**config.mk**
```make
export PLATFORM = sky130hd
export DESIGN_NAME = mrc_core
export DESIGN_NICKNAME = d
export VERILOG_FILES = /design/src/verilog/mrc_pkg.sv /design/src/verilog/mrc_range_table.sv /design/src/verilog/mrc_core.sv
export SDC_FILE = /design/constraint.sdc
export NUM_CORES = 2
export LEC_CHECK = 0
export ABC_AREA = 1
export BUFFER_PORTS_ARGS = -buffer_cell sky130_fd_sc_hd__buf_2
export CORE_MARGIN = 3
export CORE_UTILIZATION = 40
export CTS_CLUSTER_DIAMETER = 30
export CTS_CLUSTER_SIZE = 14
export DETAILED_ROUTE_END_ITERATION = 7
export HOLD_SLACK_MARGIN = 0.08
export SLEW_MARGIN = 20
export SYNTH_ARGS = -nofsm -noshare
export SYNTH_HDL_FRONTEND = slang
export SYNTH_SLANG_ARGS = --single-unit
```
**constraint.sdc**
```tcl
create_clock -name clk_in -period 4.5 [get_ports clk_in]
set_input_delay 0.225 -clock clk_in [delete_from_list [all_inputs] [get_ports clk_in]]
set_output_delay 0.225 -clock clk_in [all_outputs]
set_load 0.1 [all_outputs]
```
**src/verilog/mrc_pkg.sv**
```systemverilog
// mrc_pkg: constants, register map and carriers of the low-power resistance command core
// assumes one 250 MHz clock and an AXI4-Lite master with 8-bit byte addresses
package mrc_pkg;
    localparam int ADDR_W = 8;
    localparam int N_RNG = 6;
    localparam int N_SPD = 3;
    // register byte offsets
    localparam logic [7:0] A_CMD = 8'h00;
    localparam logic [7:0] A_ARG = 8'h04;
    localparam logic [7:0] A_RESULT = 8'h08;
    localparam logic [7:0] A_STAT = 8'h0c;
    localparam logic [7:0] A_EVENT_STATUS = 8'h10;
    localparam logic [7:0] A_IRQ_STAT = 8'h14;
    localparam logic [7:0] A_IRQ_MASK = 8'h18;
    localparam logic [7:0] A_COMM_CFG = 8'h1c;
    localparam logic [7:0] A_LAST = 8'h1c;
    // command word fields
    localparam int CMD_ITEM_LSB = 0;
    localparam int CMD_QRY_BIT = 4;
    localparam int CMD_RNG_LSB = 5;
    localparam int CMD_SPD_LSB = 8;
    typedef enum logic [3:0] {
        IT_IDN, IT_RST, IT_TST, IT_OP_COMPLETE, IT_BACKUP, IT_SECOND_DELAY, IT_NPLC, IT_APER,
        IT_CIMP, IT_CIMP_LVL, IT_CURR, IT_CC, IT_CC_LVL, IT_VMON, IT_VMON_LVL
    } mrc_item_t;
    // event status bits
    localparam int EVT_OP_COMPLETE = 0;
    localparam int EVT_EXE = 4;
    localparam int EVT_CME = 5;
    // interrupt status bits
    localparam int IRQ_DONE = 0;
    localparam int IRQ_AVAIL = 1;
    localparam int IRQ_ERR = 2;
    localparam int IRQ_OP_COMPLETE = 3;
    // argument limits, delay and integration_seconds in 100 us units, line cycles in 0.01 units
    localparam logic [31:0] D2_MAX = 32'h0000_03e8;
    localparam logic [31:0] NPLC_MIN = 32'h0000_0001;
    localparam logic [31:0] NPLC_MAX = 32'h0000_0258;
    localparam logic [31:0] APER_MIN = 32'h0000_0001;
    localparam logic [31:0] APER_MAX = 32'h0000_03e8;
    localparam logic [31:0] CIMP_MAX = 32'h0000_0002;
    localparam logic [31:0] CIMP_LVL_MAX = 32'h0000_0004;
    localparam logic [31:0] CC_LVL_MAX = 32'h0000_0007;
    localparam logic [31:0] VMON_LVL_MAX = 32'h0000_0003;
    localparam logic [31:0] ASCII_ONE = 32'h0000_0031;
    localparam logic [7:0] TEST_CYCLES = 8'h10;
    localparam logic [1:0] RESP_OKAY = 2'h0;
    localparam logic [1:0] RESP_SLVERR = 2'h2;
    // identification words, values arbitrary
    localparam logic [31:0] ID_MAKER = 32'h4d41_4b52;
    localparam logic [31:0] ID_MODEL = 32'h4d4f_444c;
    localparam logic [31:0] ID_VERSION = 32'h0000_0100;

    typedef struct packed {
        logic [9:0] second_delay;
        logic [2:0][9:0] nplc;
        logic [2:0][9:0] aper;
        logic [2:0] int_sec;
        logic [1:0] cimp;
        logic [2:0] cimp_lvl;
        logic curr_cont;
        logic cc_en;
        logic [2:0] cc_lvl;
        logic vmon_en;
        logic [1:0] vmon_lvl;
    } mrc_set_t;

    localparam mrc_set_t SET_DEFAULT = '{
        second_delay: 10'h000, nplc: {3{10'h064}}, aper: {3{10'h064}}, int_sec: 3'h0,
        cimp: 2'h0, cimp_lvl: 3'h1, curr_cont: 1'h1, cc_en: 1'h0, cc_lvl: 3'h1,
        vmon_en: 1'h0, vmon_lvl: 2'h1};

    typedef struct packed {
        logic awvalid;
        logic [ADDR_W-1:0] awaddr;
        logic wvalid;
        logic [31:0] wdata;
        logic [3:0] wstrb;
        logic bready;
        logic arvalid;
        logic [ADDR_W-1:0] araddr;
        logic rready;
    } mrc_axi_req_t;

    typedef struct packed {
        logic awready;
        logic wready;
        logic bvalid;
        logic [1:0] bresp;
        logic arready;
        logic rvalid;
        logic [31:0] rdata;
        logic [1:0] rresp;
    } mrc_axi_rsp_t;
endpackage

```
**src/verilog/mrc_range_table.sv**
```systemverilog
// mrc_range_table: per-range settings storage in flip-flops
// assumes the caller writes one entry at a time and raises init_in for a device reset
module mrc_range_table (
    // clock and reset
    input wire logic clk_in,
    input wire logic reset_in,
    // write side
    input wire logic init_in,
    input wire logic wr_in,
    input wire logic [2:0] wr_idx_in,
    input wire mrc_pkg::mrc_set_t wr_data_in,
    // read side
    input wire logic [2:0] rd_idx_in,
    output mrc_pkg::mrc_set_t rd_data_out
);
    mrc_pkg::mrc_set_t tbl_r [mrc_pkg::N_RNG];
    mrc_pkg::mrc_set_t tbl_nxt [mrc_pkg::N_RNG];

    genvar g;
    generate
        for (g = 0; g < mrc_pkg::N_RNG; g++) begin : g_ent
            // only the named entry changes on a write, init_in loads defaults into every entry
            always_comb begin
                tbl_nxt[g] = tbl_r[g];
                if (init_in) begin
                    tbl_nxt[g] = mrc_pkg::SET_DEFAULT;
                end else if (wr_in && wr_idx_in == 3'(g)) begin
                    tbl_nxt[g] = wr_data_in;
                end
            end
            always_ff @(posedge clk_in) begin
                if (reset_in) begin
                    tbl_r[g] <= mrc_pkg::SET_DEFAULT;
                end else begin
                    tbl_r[g] <= tbl_nxt[g];
                end
            end
        end
    endgenerate

    always_comb begin
        rd_data_out = mrc_pkg::SET_DEFAULT;
        if (rd_idx_in < 3'(mrc_pkg::N_RNG)) begin
            rd_data_out = tbl_r[rd_idx_in];
        end
    end
endmodule

```
**src/verilog/mrc_core.sv**
```systemverilog
// mrc_core: command interpreter for low-power resistance settings and common commands
// assumes an AXI4-Lite master and memory fault pins from outside the clock domain
module mrc_core (
    // clock and reset
    input wire logic clk_in,
    input wire logic reset_in,
    // register bus
    input wire mrc_pkg::mrc_axi_req_t axi_in,
    output mrc_pkg::mrc_axi_rsp_t axi_out,
    // memory fault pins
    input wire logic [2:0] mem_fault_in,
    // system
    output logic irq_out,
    output logic backup_req_out
);
    typedef enum logic {S_IDLE, S_TEST} mrc_fsm_t;
    typedef struct packed {
        mrc_pkg::mrc_axi_rsp_t rsp;
        logic aw_got;
        logic [7:0] awaddr;
        logic w_got;
        logic [31:0] wdata;
        logic [3:0] wstrb;
        logic [31:0] cmd;
        logic [31:0] arg;
        logic [31:0] result;
        logic out_avail;
        logic [7:0] event_status;
        logic [3:0] irq_stat;
        logic [3:0] irq_mask;
        logic [31:0] comm_cfg;
        logic irq;
        logic backup_req;
        mrc_fsm_t fsm;
        logic [7:0] tcnt;
        logic op_complete_pend;
        logic op_complete_qry;
        logic [2:0] flt_s1;
        logic [2:0] flt_s2;
    } mrc_st_t;

    mrc_st_t st_r;
    mrc_st_t st_nxt;
    mrc_pkg::mrc_set_t rec;
    mrc_pkg::mrc_set_t rec_new;
    logic tbl_wr;
    logic tbl_init;
    logic go;
    logic q;
    mrc_pkg::mrc_item_t item;
    logic [2:0] rng;
    logic [1:0] spd;
    logic [31:0] cmd_w;

    function automatic logic mapped(input logic [7:0] a);
        return a[1:0] == 2'h0 && a <= mrc_pkg::A_LAST;
    endfunction

    function automatic logic [31:0] wmerge(input logic [31:0] o, input logic [31:0] d,
                                           input logic [3:0] s);
        logic [31:0] r;
        r = o;
        for (int i = 0; i < 4; i++) begin
            if (s[i]) begin
                r[8*i +: 8] = d[8*i +: 8];
            end
        end
        return r;
    endfunction

    function automatic logic in_lim(input logic [31:0] v, input logic [31:0] lo,
                                    input logic [31:0] hi);
        return v >= lo && v <= hi;
    endfunction

    mrc_range_table u_tbl (
        .clk_in(clk_in),
        .reset_in(reset_in),
        .init_in(tbl_init),
        .wr_in(tbl_wr),
        .wr_idx_in(rng),
        .wr_data_in(rec_new),
        .rd_idx_in(rng),
        .rd_data_out(rec)
    );

    assign cmd_w = wmerge(32'h0, st_r.wdata, st_r.wstrb);
    assign item = mrc_pkg::mrc_item_t'(cmd_w[mrc_pkg::CMD_ITEM_LSB +: 4]);
    assign q = cmd_w[mrc_pkg::CMD_QRY_BIT];
    assign rng = cmd_w[mrc_pkg::CMD_RNG_LSB +: 3];
    assign spd = cmd_w[mrc_pkg::CMD_SPD_LSB +: 2];

    always_comb begin
        logic do_wr;
        logic bad;
        logic clr_irq;
        logic clr_event_status;
        logic clr_av;
        logic av_set;
        logic [3:0] ev;
        logic [7:0] event_status_set;
        logic [31:0] a;
        do_wr = 1'b0;
        bad = 1'b0;
        clr_irq = 1'b0;
        clr_event_status = 1'b0;
        clr_av = 1'b0;
        av_set = 1'b0;
        ev = 4'h0;
        event_status_set = 8'h00;
        a = st_r.arg;
        st_nxt = st_r;
        st_nxt.backup_req = 1'b0;
        st_nxt.flt_s1 = mem_fault_in;
        st_nxt.flt_s2 = st_r.flt_s1;
        rec_new = rec;
        tbl_wr = 1'b0;
        tbl_init = 1'b0;
        go = 1'b0;
        // bus handshakes
        if (axi_in.bready && st_r.rsp.bvalid) begin
            st_nxt.rsp.bvalid = 1'b0;
        end
        if (axi_in.rready && st_r.rsp.rvalid) begin
            st_nxt.rsp.rvalid = 1'b0;
        end
        if (axi_in.awvalid && st_r.rsp.awready) begin
            st_nxt.aw_got = 1'b1;
            st_nxt.awaddr = axi_in.awaddr;
        end
        if (axi_in.wvalid && st_r.rsp.wready) begin
            st_nxt.w_got = 1'b1;
            st_nxt.wdata = axi_in.wdata;
            st_nxt.wstrb = axi_in.wstrb;
        end
        if (st_r.aw_got && st_r.w_got && !st_r.rsp.bvalid) begin
            do_wr = 1'b1;
            st_nxt.aw_got = 1'b0;
            st_nxt.w_got = 1'b0;
            st_nxt.rsp.bvalid = 1'b1;
            st_nxt.rsp.bresp = mapped(st_r.awaddr) ? mrc_pkg::RESP_OKAY : mrc_pkg::RESP_SLVERR;
        end
        if (do_wr) begin
            case (st_r.awaddr)
                mrc_pkg::A_CMD: begin
                    st_nxt.cmd = cmd_w;
                    go = 1'b1;
                end
                mrc_pkg::A_ARG: st_nxt.arg = wmerge(st_r.arg, st_r.wdata, st_r.wstrb);
                mrc_pkg::A_IRQ_MASK: begin
                    st_nxt.irq_mask = 4'(wmerge(32'(st_r.irq_mask), st_r.wdata, st_r.wstrb));
                end
                mrc_pkg::A_COMM_CFG: begin
                    st_nxt.comm_cfg = wmerge(st_r.comm_cfg, st_r.wdata, st_r.wstrb);
                end
                default: ;
            endcase
        end
        // command execution
        if (go && st_r.fsm != S_IDLE && item != mrc_pkg::IT_OP_COMPLETE) begin
            event_status_set[mrc_pkg::EVT_EXE] = 1'b1;
            ev[mrc_pkg::IRQ_ERR] = 1'b1;
        end else if (go) begin
            ev[mrc_pkg::IRQ_DONE] = 1'b1;
            bad = item >= mrc_pkg::IT_SECOND_DELAY
                && (rng >= 3'(mrc_pkg::N_RNG) || 32'(spd) >= 32'(mrc_pkg::N_SPD));
            case (item)
                mrc_pkg::IT_IDN: begin
                    av_set = 1'b1;
                    case (a[1:0])
                        2'h0: st_nxt.result = mrc_pkg::ID_MAKER;
                        2'h1: st_nxt.result = mrc_pkg::ID_MODEL;
                        2'h2: st_nxt.result = 32'h0;
                        default: st_nxt.result = mrc_pkg::ID_VERSION;
                    endcase
                end
                mrc_pkg::IT_RST: tbl_init = 1'b1;
                mrc_pkg::IT_TST: begin
                    st_nxt.fsm = S_TEST;
                    st_nxt.tcnt = 8'h0;
                end
                mrc_pkg::IT_OP_COMPLETE: begin
                    if (q) begin
                        st_nxt.op_complete_qry = 1'b1;
                    end else begin
                        st_nxt.op_complete_pend = 1'b1;
                    end
                end
                mrc_pkg::IT_BACKUP: st_nxt.backup_req = 1'b1;
                mrc_pkg::IT_SECOND_DELAY: begin
                    st_nxt.result = 32'(rec.second_delay);
                    bad = bad || !in_lim(a, 32'h0, mrc_pkg::D2_MAX);
                    rec_new.second_delay = a[9:0];
                end
                mrc_pkg::IT_NPLC: begin
                    st_nxt.result = 32'(rec.nplc[spd]);
                    bad = bad || !in_lim(a, mrc_pkg::NPLC_MIN, mrc_pkg::NPLC_MAX);
                    rec_new.nplc[spd] = a[9:0];
                    rec_new.int_sec[spd] = 1'b0;
                end
                mrc_pkg::IT_APER: begin
                    st_nxt.result = 32'(rec.aper[spd]);
                    bad = bad || !in_lim(a, mrc_pkg::APER_MIN, mrc_pkg::APER_MAX);
                    rec_new.aper[spd] = a[9:0];
                    rec_new.int_sec[spd] = 1'b1;
                end
                mrc_pkg::IT_CIMP: begin
                    st_nxt.result = 32'(rec.cimp);
                    bad = bad || !in_lim(a, 32'h0, mrc_pkg::CIMP_MAX);
                    rec_new.cimp = a[1:0];
                end
                mrc_pkg::IT_CIMP_LVL: begin
                    st_nxt.result = 32'(rec.cimp_lvl);
                    bad = bad || !in_lim(a, 32'h1, mrc_pkg::CIMP_LVL_MAX);
                    rec_new.cimp_lvl = a[2:0];
                end
                mrc_pkg::IT_CURR: begin
                    st_nxt.result = 32'(rec.curr_cont);
                    bad = bad || a > 32'h1;
                    rec_new.curr_cont = a[0];
                end
                mrc_pkg::IT_CC: begin
                    st_nxt.result = 32'(rec.cc_en);
                    bad = bad || a > 32'h1;
                    rec_new.cc_en = a[0];
                end
                mrc_pkg::IT_CC_LVL: begin
                    st_nxt.result = 32'(rec.cc_lvl);
                    bad = bad || !in_lim(a, 32'h1, mrc_pkg::CC_LVL_MAX);
                    rec_new.cc_lvl = a[2:0];
                end
                mrc_pkg::IT_VMON: begin
                    st_nxt.result = 32'(rec.vmon_en);
                    bad = bad || a > 32'h1;
                    rec_new.vmon_en = a[0];
                end
                mrc_pkg::IT_VMON_LVL: begin
                    st_nxt.result = 32'(rec.vmon_lvl);
                    bad = bad || !in_lim(a, 32'h1, mrc_pkg::VMON_LVL_MAX);
                    rec_new.vmon_lvl = a[1:0];
                end
                default: bad = 1'b1;
            endcase
            if (item >= mrc_pkg::IT_SECOND_DELAY) begin
                // queries leave the table, settings write only their range
                if (q) begin
                    // query argument ignored, only range and speed refuse it
                    bad = bad && (rng >= 3'(mrc_pkg::N_RNG) || 32'(spd) >= 32'(mrc_pkg::N_SPD));
                    av_set = !bad;
                    if (bad) begin
                        st_nxt.result = st_r.result;
                    end
                end else begin
                    st_nxt.result = st_r.result;
                    tbl_wr = !bad;
                end
            end
            if (bad) begin
                event_status_set[mrc_pkg::EVT_CME] = 1'b1;
                ev[mrc_pkg::IRQ_ERR] = 1'b1;
            end
        end
        // self-test sequence, and the deferred operation-complete reports while idle
        case (st_r.fsm)
            S_IDLE: begin
                if (st_r.op_complete_pend) begin
                    st_nxt.op_complete_pend = 1'b0;
                    event_status_set[mrc_pkg::EVT_OP_COMPLETE] = 1'b1;
                    ev[mrc_pkg::IRQ_OP_COMPLETE] = 1'b1;
                end
                if (st_r.op_complete_qry) begin
                    st_nxt.op_complete_qry = 1'b0;
                    st_nxt.result = mrc_pkg::ASCII_ONE;
                    av_set = 1'b1;
                end
            end
            S_TEST: begin
                st_nxt.tcnt = st_r.tcnt + 8'h1;
                if (st_r.tcnt == mrc_pkg::TEST_CYCLES - 8'h1) begin
                    st_nxt.fsm = S_IDLE;
                    st_nxt.result = {29'h0, st_r.flt_s2};
                    av_set = 1'b1;
                end
            end
            default: st_nxt.fsm = S_IDLE;
        endcase
        // register reads
        if (axi_in.arvalid && st_r.rsp.arready) begin
            st_nxt.rsp.rvalid = 1'b1;
            st_nxt.rsp.rresp = mapped(axi_in.araddr) ? mrc_pkg::RESP_OKAY : mrc_pkg::RESP_SLVERR;
            case (axi_in.araddr)
                mrc_pkg::A_CMD: st_nxt.rsp.rdata = st_r.cmd;
                mrc_pkg::A_ARG: st_nxt.rsp.rdata = st_r.arg;
                mrc_pkg::A_RESULT: begin
                    st_nxt.rsp.rdata = st_r.result;
                    clr_av = 1'b1;
                end
                mrc_pkg::A_STAT: begin
                    st_nxt.rsp.rdata = {29'h0, st_r.op_complete_pend, st_r.out_avail,
                                        st_r.fsm == S_TEST};
                end
                mrc_pkg::A_EVENT_STATUS: begin
                    st_nxt.rsp.rdata = 32'(st_r.event_status);
                    clr_event_status = 1'b1;
                end
                mrc_pkg::A_IRQ_STAT: begin
                    st_nxt.rsp.rdata = 32'(st_r.irq_stat);
                    clr_irq = 1'b1;
                end
                mrc_pkg::A_IRQ_MASK: st_nxt.rsp.rdata = 32'(st_r.irq_mask);
                mrc_pkg::A_COMM_CFG: st_nxt.rsp.rdata = st_r.comm_cfg;
                default: st_nxt.rsp.rdata = 32'h0;
            endcase
        end
        // sticky bits, a new event wins over the read clear
        ev[mrc_pkg::IRQ_AVAIL] = av_set;
        st_nxt.out_avail = (st_r.out_avail && !clr_av) || av_set;
        st_nxt.event_status = (clr_event_status ? 8'h00 : st_r.event_status) | event_status_set;
        st_nxt.irq_stat = (clr_irq ? 4'h0 : st_r.irq_stat) | ev;
        st_nxt.irq = |(st_nxt.irq_stat & st_nxt.irq_mask);
        st_nxt.rsp.awready = !st_nxt.aw_got;
        st_nxt.rsp.wready = !st_nxt.w_got;
        st_nxt.rsp.arready = !st_nxt.rsp.rvalid;
    end

    always_ff @(posedge clk_in) begin
        if (reset_in) begin
            st_r <= '0;
        end else begin
            st_r <= st_nxt;
        end
    end

    assign axi_out = st_r.rsp;
    assign irq_out = st_r.irq;
    assign backup_req_out = st_r.backup_req;
endmodule

```
==> summary.log <==
qor: timing.grt_setup_unrepaired no
qor: critical_path.worstPathRequired 4.96 ns
qor: timing.final-max-slew-violation-count 0
qor: die.initial_core_util 40.7%
qor: logic_synthesis.avgSynthCellArea 8.89 um2
qor: critical_path.r2r_setup_slack 0.78 ns
qor: layout.drive_above_1_share 14.0%
qor: clocking.cts.hold.buffers_added 63
qor: placement.io_buffers 102
qor: clocking.cts.repair_timing.setup_buffer_count 0
qor: critical_path.r2r_end u_tbl.tbl_r[5][44]$_SDFFCE_PN0P_
qor: die.rows 106
qor: min_path.worst_hold_path_type input pin to register
qor: status.status complete, no violations
qor: layout.nets 4076
qor: min_path.worstHoldPathCells 7
qor: timing.final_report_hold_violation_count 0
qor: die.die_height 299 um
qor: timing.setup-tns-final 0 ns
qor: placement.place.gp.congestion 0.911
qor: timing.slew_headroom 30.7%
qor: grt.globalRouteOverflowTotal 0
qor: timing.worst-slew-pin-transition 1.04 ns
qor: clocking.clock_input_transition_at_the_sequential_cells_of_the_worst_setup_and_hold_paths 0.05 ns
qor: pwr.p_leak 0.0162 uW
qor: clocking.post_cts.resized_instances 0
qor: critical_path.setup.worst_path.class register to register
qor: clocking.root_buffer clkbuf_16
qor: timing.fmaxAchievable 268 MHz
qor: clocking.clock_insertion_delay_worst_skew 0.76 ns
qor: logic_synthesis.synthesis.instances 3862
qor: layout.layout-area-overhead-vs-synth 23.3%
qor: die.design.die.area 89300 um2
qor: clocking.clock_tree.htree_level_count 4
qor: drt.post-route-drc-count 0
qor: die.die_w 299 um
qor: critical_path.crit_path_end_kind register
qor: run.max_cap_viol_count 0
qor: logic_synthesis.seq_total_area_yosys 57.8%
qor: drt.num_vias 29100
qor: pwr.power_density 497 nW/um2
qor: logic_synthesis.synth.lib_cells_used.distinct 50
qor: critical_path.r2r-start st_r[101]$_SDFFE_PP0P_
qor: drt.post_drt_wl_per_cell 21.4 um
qor: drt.post_drt_via_cell_ratio 5.51
qor: grt.number_of_antenna_violations_at_the_first_check_in_global_routing 0
qor: placement.hpwl 70200 um
qor: timing.final.min_clock_period 3.72 ns
qor: min_path.hp-start axi_in[3]
qor: pwr.ir_worst_vdd 309 uV
qor: logic_synthesis.syn_area 34300 um2
qor: die.num_io_pins 105
qor: drt.detail-route-antenna-nets 0
qor: clocking.clock_tree.buffer_depth 3
qor: timing.clock_skew 0.0455 ns
qor: critical_path.cp_data_arrival_time 4.18 ns
qor: clocking.cts_num_sinks 742
qor: grt.grt_first_pass_wirelength 170000 um
qor: drt.drtIter0Drc 3406
qor: grt.global_route_usage_sum 24.8%
qor: min_path.holdPathEnd st_r[59]$_SDFF_PP0_
qor: layout.postLayoutCellArea 42300 um2
qor: critical_path.r2r_cells 19
qor: grt.pin_count_of_the_biggest_net_entering_global_routing 148
qor: placement.post_dp_cell_area 35800 um2
qor: logic_synthesis.synth-seq-cells 742
qor: timing.timing.final.crit_share 82.8%
qor: logic_synthesis.ys_warn_count 0
qor: grt.grt_pass1_vias 28100
qor: drt.detail_route.first_pass.iterations 6
qor: clocking.cts_tree yes
qor: die.core-area 84400 um2
qor: clocking.cts-buffers-inserted 164
qor: timing.report.final.setup_viol 0
qor: drt.routed_wirelength 113000 um
qor: critical_path.worst-path-max-fanout 33
qor: critical_path.worst_setup_start_kind register
[sequential cells by signal, indices dropped and copies added (netlist names)]
register,cells
u_tbl.tbl_r,498
st_r,200
axi_out,39
st_nxt,3
backup_req_out,1
irq_out,1
[cell type report]
class	instances	area (um2)
clock buffers	209	4600
diodes	1	2.50
inverters	213	808
multi-input cells	2622	12200
flip-flops and latches	742	19800
repair buffers	268	2130
clock inverters	92	1310
well taps	1134	1420
fillers	7791	42000
[worst max path at each step]
| stage | start | to | slack, ns | cells after the start |
|---|---|---|---|---|
| after detailed placement | st_r[101]$_SDFFE_PP0P_ | u_tbl.tbl_r[1][48]$_SDFFCE_PN1P_ | 0.79 | 17 |
| after global placement | st_r[101]$_SDFFE_PP0P_ | u_tbl.tbl_r[1][41]$_SDFFCE_PN1P_ | 0.86 | 17 |
| after CTS | st_r[101]$_SDFFE_PP0P_ | u_tbl.tbl_r[1][38]$_SDFFCE_PN1P_ | 0.79 | 17 |
| after global routing | st_r[101]$_SDFFE_PP0P_ | u_tbl.tbl_r[2][2]$_SDFFCE_PN0P_ | 0.60 | 19 |
| final | st_r[101]$_SDFFE_PP0P_ | u_tbl.tbl_r[5][44]$_SDFFCE_PN0P_ | 0.78 | 19 |
| after floorplan | st_r[100]$_SDFFE_PP0P_ | u_tbl.tbl_r[0][0]$_SDFFCE_PN1P_ | 0.92 | 16 |
[critical path, stage by stage, from the launching register on]
cell,delay [ns]
dfxtp_1,0.29
buf_4,0.18
inv_1,0.45
ha_1,0.35
nand3_1,0.10
nor2_1,0.12
nand2_1,0.07
nor2_1,0.17
nand2_1,0.12
nand2_1,0.09
nand2_1,0.05
nand2_1,0.07
nor2_1,0.04
nand2_1,0.07
nand2_2,0.11
nand4_1,0.19
nand2_2,0.10
nand2_4,0.42
buf_4,0.34
nor2_1,0.07
[cell families after synthesis]
logic type	count (synthesis)	synth area share (%)
buffers and inverters	499	6.95
AO/OA/AOI/OAI	675	11.6
adder cells (fa/ha/maj)	3	0.109
other	1	0.0109
flip-flops	742	57.8
XOR/XNOR	1	0.0255
AND/OR/NAND/NOR	1941	23.5
[placed cells by master (no fill, tap or decap), types with 41 or more instances in the layout]
cell type      count
a21oi_1          201
inv_1            191
buf_2            101
clkbuf_16        174
o211ai_1          41
nor3_1            59
o21ai_0          231
edfxtp_1         498
buf_4             87
nor2_1           765
dlygate4sd3_1     63
nand2_1          719
o22ai_1           81
dfxtp_1          243
nand3_1          278
nand4_1           45
[per-stage QoR]
stage / util, % / worst slack [ns] / power, uW / hold slack [ns] / instances
floorplan: - / 0.916 / 8190 / 0.332 / 3863
global placement: 42.4 / 0.862 / 8530 / 0.398 / 4916
detailed placement: 42.4 / 0.795 / 8540 / 0.402 / 4916
CTS: 50.2 / 0.789 / 21100 / 0.0862 / 5280
global route: 50.2 / 0.603 / 21600 / 0.152 / 5280
finish: 50.2 / 0.775 / 21000 / 0.109 / 5281
[cell usage after synthesis (all sizes together)]
master	n	share of area, %
a21o	1	0.022
o221a	2	0.066
nand3	284	4.1
a31oi	6	0.11
nor4	2	0.036
clkbuf	151	1.7
o211ai	50	1.2
nand3b	3	0.066
nor3	66	1.2
a22o	2	0.051
a21oi	209	3.2
o22a	8	0.20
o31ai	3	0.066
o311ai	2	0.051
clkinv	9	0.098
o21a	10	0.22
o2111ai	26	0.66
a221oi	4	0.10
conb	1	0.011
o21bai	2	0.044
o22ai	81	1.5
nand2	742	8.3
dfxtp	244	14
or2	23	0.42
o21ai	247	3.6
or3	1	0.018
nor2	775	8.5
buf	135	3.0
ha	3	0.11
xor2	1	0.026
inv	204	2.2
a22oi	17	0.37
edfxtp	498	44
a211oi	5	0.11
nand4	45	0.82
[where the power goes]
group          internal [uW]  switching, uW  total [uW]  leakage [uW]
clock network           8470           4070       12500       0.00284
logic                    259            705         964       0.00671
registers               7430           86.3        7510       0.00665
[routing by layer]
layer	global-route usage, %	up-vias	share of wire (%)
li1	-	13500	-
met1	34.1	14000	42
met2	38.1	1350	45
met3	6.04	242	9.5
met4	9.16	0	3.1
met5	0	-	0
Note: power is estimated with default switching activity, not from simulation.
